--- src/rst_timer.sv ---
`timescale 1ns/10ps
`default_nettype none
// counts cycles while armed; pulses expired once the limit is reached
module rst_timer #(
  parameter int unsigned LIMIT = 1000
) (
  input  wire logic i_clk_sys,
  input  wire logic i_rst,
  input  wire logic i_run,
  output logic      o_expired
);
  localparam int unsigned W = $clog2(LIMIT + 1);
  logic [W-1:0] cnt_q;
  logic [W-1:0] cnt_d;
  logic         exp_q;
  logic         exp_d;
  initial begin
    if (LIMIT < 1) begin
      $error("rst_timer limit must be at least 1");
    end
  end
  always_comb begin
    cnt_d = cnt_q;
    exp_d = 1'b0;
    if (!i_run) begin
      cnt_d = '0;
    end else if (cnt_q == W'(LIMIT - 1)) begin
      exp_d = 1'b1;
      cnt_d = W'(LIMIT);
    end else if (cnt_q != W'(LIMIT)) begin
      cnt_d = cnt_q + W'(1);
    end
  end
  always_ff @(posedge i_clk_sys or posedge i_rst) begin
    if (i_rst) begin
      cnt_q <= '0;
      exp_q <= 1'b0;
    end else begin
      cnt_q <= cnt_d;
      exp_q <= exp_d;
    end
  end
  assign o_expired = exp_q;
endmodule // rst_timer
`default_nettype wire

--- config.mk ---
export PLATFORM = sky130hd
export DESIGN_NAME = rst_timer
export DESIGN_NICKNAME = d
export VERILOG_FILES = /design/src/rst_timer.sv
export SDC_FILE = /design/constraint.sdc
export NUM_CORES = 1
export LEC_CHECK = 0
export ABC_AREA = 1
export BUFFER_PORTS_ARGS = -buffer_cell sky130_fd_sc_hd__buf_2
export CAP_MARGIN = 30
export CORE_AREA = 2 2 39 41
export CTS_BUF_LIST = sky130_fd_sc_hd__clkbuf_4 sky130_fd_sc_hd__clkbuf_8 sky130_fd_sc_hd__clkbuf_16
export DETAILED_ROUTE_END_ITERATION = 10
export DIE_AREA = 0 0 41 43
export PLACE_DENSITY_LB_ADDON = 0.05
export SLEW_MARGIN = 20
export SYNTH_ARGS = -nofsm -noshare
export SYNTH_HDL_FRONTEND = slang
export SYNTH_SLANG_ARGS = --single-unit
--- constraint.sdc ---
create_clock -name i_clk_sys -period 1.6 [get_ports i_clk_sys]
set_input_delay 0 -clock i_clk_sys [delete_from_list [all_inputs] [get_ports i_clk_sys]]
set_output_delay 0 -clock i_clk_sys [all_outputs]
set_load 0.03 [all_outputs]
==> results of run 1 <==
worst max-delay path by stage:
stage / start / end / slack, ns / cells past startpoint
finish: cnt_q[0] / cnt_q[1] / 0.35 / 7
CTS: cnt_q[0] / cnt_q[1] / 0.34 / 7
global placement: cnt_q[0] / cnt_q[0] / 0.33 / 6
floorplan: cnt_q[0] / cnt_q[0] / 0.48 / 7
detailed placement: cnt_q[0] / cnt_q[1] / 0.35 / 7
global route: cnt_q[0] / cnt_q[1] / 0.26 / 7
flip-flops by register name (all words and copies together) (netlist names):
signal     count
cnt_q         10
o_expired      1
synthesized netlist by cell type (all sizes together):
cell type | count | share of area (%)
nand2 | 20 | 12
inv | 12 | 7.0
nor2 | 12 | 12
dfrtp | 11 | 43
nand3 | 8 | 6.2
a21oi | 6 | 4.7
nand4 | 3 | 2.9
xor2 | 3 | 4.1
ha | 2 | 3.9
clkinv | 1 | 0.58
nand3b | 1 | 1.2
nor3 | 1 | 0.78
nor3b | 1 | 1.9
where the power goes:
group / total [mW] / switching [mW] / internal (mW)
logic: 0.0353 / 0.0214 / 0.0139
registers: 0.292 / 0.00864 / 0.284
clock network: 0.209 / 0.0953 / 0.113
total: 0.536 / 0.125 / 0.411
per-stage QoR:
step	cells	total power [mW]
floorplan	81	0.319
global placement	100	0.330
detailed placement	100	0.330
CTS	106	0.546
global route	106	0.569
finish	106	0.536
cells by family after synthesis:
group | after synthesis | share of synthesized area, %
AOI/OAI and AO/OA | 6 | 4.68
xor gates and xnor gates | 3 | 4.09
adders and majority gates | 2 | 3.90
buffers and inverters | 13 | 7.60
DFF | 11 | 42.9
and+or+nand+nor | 46 | 36.8
per-layer routing:
layer / wire length (um) / part of all wire, % / GRT usage [%]
met1: 603 / 49 / 24.5
met2: 593 / 48 / 27.5
met3: 27 / 2.2 / 3.14
met4: 15 / 1.2 / 8.00
met5: 0 / 0 / 0
area by class of cell:
cell class	instances	area (sq um)
clock buffers	4	30.0
fillers	144	657
inverters	13	48.8
multi-input cells	57	318
flip-flops and latches	11	275
well taps	16	20.0
repair buffers	5	35.0
critical path, cell delays in order (launching register included):
cell                      delay [ns]
sky130_fd_sc_hd__dfrtp_1        0.44
sky130_fd_sc_hd__inv_1          0.10
sky130_fd_sc_hd__ha_1           0.15
sky130_fd_sc_hd__nand3_1        0.09
sky130_fd_sc_hd__nor2_2         0.16
sky130_fd_sc_hd__nand2_1        0.09
sky130_fd_sc_hd__nand2_1        0.06
sky130_fd_sc_hd__a21oi_1        0.05
timing repair:
action | 4_1_cts | 5_1_grt
resized for setup | 0 | 0
hold buffers | 2 | 0
endpoints found under the hold margin | 13 | 0
==> qor.yml, run 1 <==
area_growth_pct: 13.3
finalHoldViolations: 0
finish.net_count: 96
grt_start_max_net_pins: 12
cp_data_required_time_ns: 1.76
critPathKind: "reg2reg"
r2r_cells: 7
initial_core_util_pct: 46.4
grt_first_pass_wirelength_um: 2170
post-place-ws_ns: 0.354
htree_levels: 1
max_clock_freq_ghz: 0.798
setup_repair_after_global_routing_missed_its_margin: "false"
clock-root-buffer: "sky130_fd_sc_hd__clkbuf_4"
fin_hold_ws_ns: 0.277
slew_headroom_pct: 70.4
fraction_of_final_layout_cells_sized_beyond_drive_strength_1_pct: 17.8
drt_pre_antenna_iters: 4
slew_at_the_pin_closest_to_its_max_slew_limit_ns: 0.443
setup_tns_ns: 0
cts.sinks: 11
syn-instance-count: 81
grt_antenna_before_repair: 0
cts_setup_buffers: 0
final_min_period_over_clock_period_pct: 78.3
grt_pass1_vias: 528
cts_inserted_buffers: 3
cts_tree: "done"
die_area_sq_um: 1760
final_cell_area_sq_um: 727
viasPerCell: 5.06
drt-total-wl_um: 1240
mostFrequentLayoutCell: "sky130_fd_sc_hd__nand2_1"
critPathArrivalTime_ns: 1.41
end_kind: "register"
critical_path_peak_fanout: 6
post-route-min-period_ns: 1.25
place.gp.congestion: 0.814
grt_overflow: 0
ios: 4
layout_setup_ws_ns: 0.347
clk-insertion-delay-late_ns: 0.27
seq_area_frac_synth_pct: 42.9
dieHeight_um: 43
finalMaxSlewViolations: 0
cellPowerDensity_nw_per_um2: 738
placeableCoreArea_sq_um: 1380
routed-via-count: 536
track_usage_pct: 18.2
detail-route-antenna-nets: 0
max_cap_viol_count: 0
timing.rr.end: "cnt_q[1]"
final_core_density_pct: 52.5
ys_ff_latch: 11
setup.reg_to_reg.worst_slack_ns: 0.35
status: "finished clean"
post_drt_wl_per_cell_um: 11.7
mappedNetlistNets: 86
mappedNetlistArea_sq_um: 642
layout_common_cells: "19 x sky130_fd_sc_hd__nand2_1, 11 x sky130_fd_sc_hd__inv_1, 11 x sky130_fd_sc_hd__dfrtp_1, 8 x sky130_fd_sc_hd__nand3_1"
die_w_um: 41
clock_pin_slew_of_the_registers_on_the_worst_case_setup_and_hold_paths_ns: 0.07
post_synth_num_cell_types: 17
total_leakage_power_nw: 0.322
ys.warnings.count: 0
min_path_type: "in2async"
post_dp_cell_area_sq_um: 677
clockBufferDepth: 2
crit-reg2reg-launch: "cnt_q[0]"
hpwl_um: 922
setup_viol: 0
worst_ir_drop_vdd_v: 0.000450
rows: 14
detail_route.drc_violations: 0
antenna_cells: 0
final.setup_skew_ns: 0.00472
synth_area_per_cell_sq_um: 7.92
detailedRoute.firstIterationViolations: 14
numPortBuffers: 3
cp-start-kind: "register"
(Power assumes the default switching activity.)
==> inputs of run 2 (changes only) <==
==> constraint.sdc (replaced) <==
create_clock -name i_clk_sys -period 1.14 [get_ports i_clk_sys]
set_input_delay 0 -clock i_clk_sys [delete_from_list [all_inputs] [get_ports i_clk_sys]]
set_output_delay 0 -clock i_clk_sys [all_outputs]
set_load 0.03 [all_outputs]
==> qor.yml, run 2 (same netlist as run 1, synthesis figures left out) <==
detailedRoute.firstIterationViolations: 7
fillerInstances: 131
die_w_um: 41
total_leakage_power_nw: 0.368
timing.critical_path.slowest_stage_cell: "sky130_fd_sc_hd__dfrtp_1"
slew_headroom_pct: 71.5
multi_input_combinational_cell_area_sq_um: 357
crit_path_cell_trace: "ha_1 -> nand2_1 -> inv_2 -> nand2_1 -> xor2_1 -> nor2_1"
detail_route.drc_violations: 0
layout_setup_ws_ns: -0.0365
grt_pass1_vias: 507
area_growth_pct: 29.4
routed-via-count: 557
post_drt_wl_per_cell_um: 11.4
cts_inserted_buffers: 3
critPathArrivalTime_ns: 1.34
detail-route-antenna-nets: 0
slew_at_the_pin_closest_to_its_max_slew_limit_ns: 0.428
mostFrequentLayoutCell: "sky130_fd_sc_hd__nand2_1"
drt_pre_antenna_iters: 4
grt_first_pass_wirelength_um: 2100
cellPowerDensity_nw_per_um2: 952
number_of_flip_flops_under_the_largest_register_name: 10
status: "complete, but fails checks"
post-place-ws_ns: -0.0877
finalHoldViolations: 0
grt_overflow: 0
max_cap_viol_count: 0
final_cell_area_sq_um: 831
cp_data_required_time_ns: 1.31
worst_ir_drop_vdd_v: 0.000635
dieHeight_um: 43
numPortBuffers: 3
viasPerCell: 4.84
timing.critical_path.max_delay_family: "flip-flops"
fraction_of_final_layout_cells_sized_beyond_drive_strength_1_pct: 33.3
drt-total-wl_um: 1310
critPathKind: "reg2reg"
hpwl_um: 956
layout.cells.non_filler: 115
cp-start-kind: "register"
placeableCoreArea_sq_um: 1380
finalMaxSlewViolations: 0
timing.critical_path.buf_inv: 1
post-route-min-period_ns: 1.18
antenna_cells: 0
max_clock_freq_ghz: 0.850
rows: 14
clock-root-buffer: "sky130_fd_sc_hd__clkbuf_4"
cts.sinks: 11
crit_top_cell: "sky130_fd_sc_hd__nand2_1"
post-place-cells: 105
violations: "negative setup slack"
setup_viol: 5
post_dp_cell_area_sq_um: 714
place.gp.congestion: 0.774
grt_start_max_net_pins: 12
track_usage_pct: 18.5
final_min_period_over_clock_period_pct: 103
cts_tree: "done"
die_area_sq_um: 1760
fin_hold_ws_ns: 0.261
end_kind: "register"
regArea_sq_um: 275
initial_core_util_pct: 46.4
min_path_type: "in2async"
grt_antenna_before_repair: 0
ios: 4
htree_levels: 1
finish.net_count: 105
layout_common_cells: "18 x sky130_fd_sc_hd__nand2_1, 11 x sky130_fd_sc_hd__dfrtp_1, 9 x sky130_fd_sc_hd__inv_1, 9 x sky130_fd_sc_hd__buf_4, 6 x sky130_fd_sc_hd__nor2_1"
largest_register: "cnt_q"
critical_path_peak_fanout: 8
setup_repair_after_global_routing_missed_its_margin: "true"
clock_pin_slew_of_the_registers_on_the_worst_case_setup_and_hold_paths_ns: 0.08
timing.critical_path.slowest_cell_delay_ns: 0.42
clk-insertion-delay-late_ns: 0.27
final.setup_skew_ns: 0.000664
clockBufferDepth: 2
run 2: changes by cell type in the layout (fill, tap and decap cells not counted), sizes merged:
cell    delta
buf        +9
clkbuf     -1
clkinv     +1
run 2: per-layer routing:
layer / GRT usage (%) / up-vias / routed length (um)
li1: - / 293 / -
met3: 6.28 / 5 / 34
met5: 0 / - / 0
met2: 28.7 / 7 / 651
met1: 21.0 / 252 / 598
met4: 10.0 / 0 / 27
run 2: where the power goes:
group          switching (mW)  total [mW]  internal [mW]
clock network           0.149       0.278          0.130
registers              0.0110       0.409          0.398
logic                  0.0466       0.103         0.0567
run 2: worst paths after layout:
path	start	endpoint	slack (ns)	depth (start not counted)
setup / recovery	cnt_q[0]	cnt_q[4]	-0.04	6
hold / removal	i_rst	cnt_q[4]	0.26	3
setup reg to reg	cnt_q[0]	cnt_q[4]	-0.04	6
hold reg to reg	cnt_q[7]	cnt_q[7]	0.58	2
max in group asynchronous	i_rst	cnt_q[9]	0.59	3
min in group i_clk_sys	i_run	cnt_q[3]	0.54	4
run 2: final cells by class:
type                            instances  share of cell area, %
Clock inverter                          1                  0.602
Multi-Input combinational cell         57                   42.9
Inverter                               13                   5.87
Clock buffer                            3                   2.71
Sequential cell                        11                   33.1
Tap cell                               16                   2.41
Timing Repair Buffer                   14                   12.3
run 2: tightest hold or removal path, delay by kind of cell:
kind | cells | cell delay (ns)
buf+inv | 3 | 0.97
run 2: timing repair:
item | CTS | global route
pin swaps | 7 | 2
buffers inserted | 3 | 1
gates resized for setup | 8 | 2
hold buffers | 2 | 0
endpoints found under the hold margin | 14 | 0
endpoints found under the setup margin | 6 | 11
run 2: stage by stage:
| step | utilization (%) | TNS, ns | total power, mW |
|---|---|---|---|
| after detailed placement | 51.6 | -0.265 | 0.483 |
| after global placement | 51.6 | -0.307 | 0.483 |
| after floorplan | - | 0 | 0.447 |
| after global routing | 60.0 | -0.621 | 0.838 |
| final | 60.0 | -0.0662 | 0.791 |
| after CTS | 59.0 | -0.100 | 0.787 |
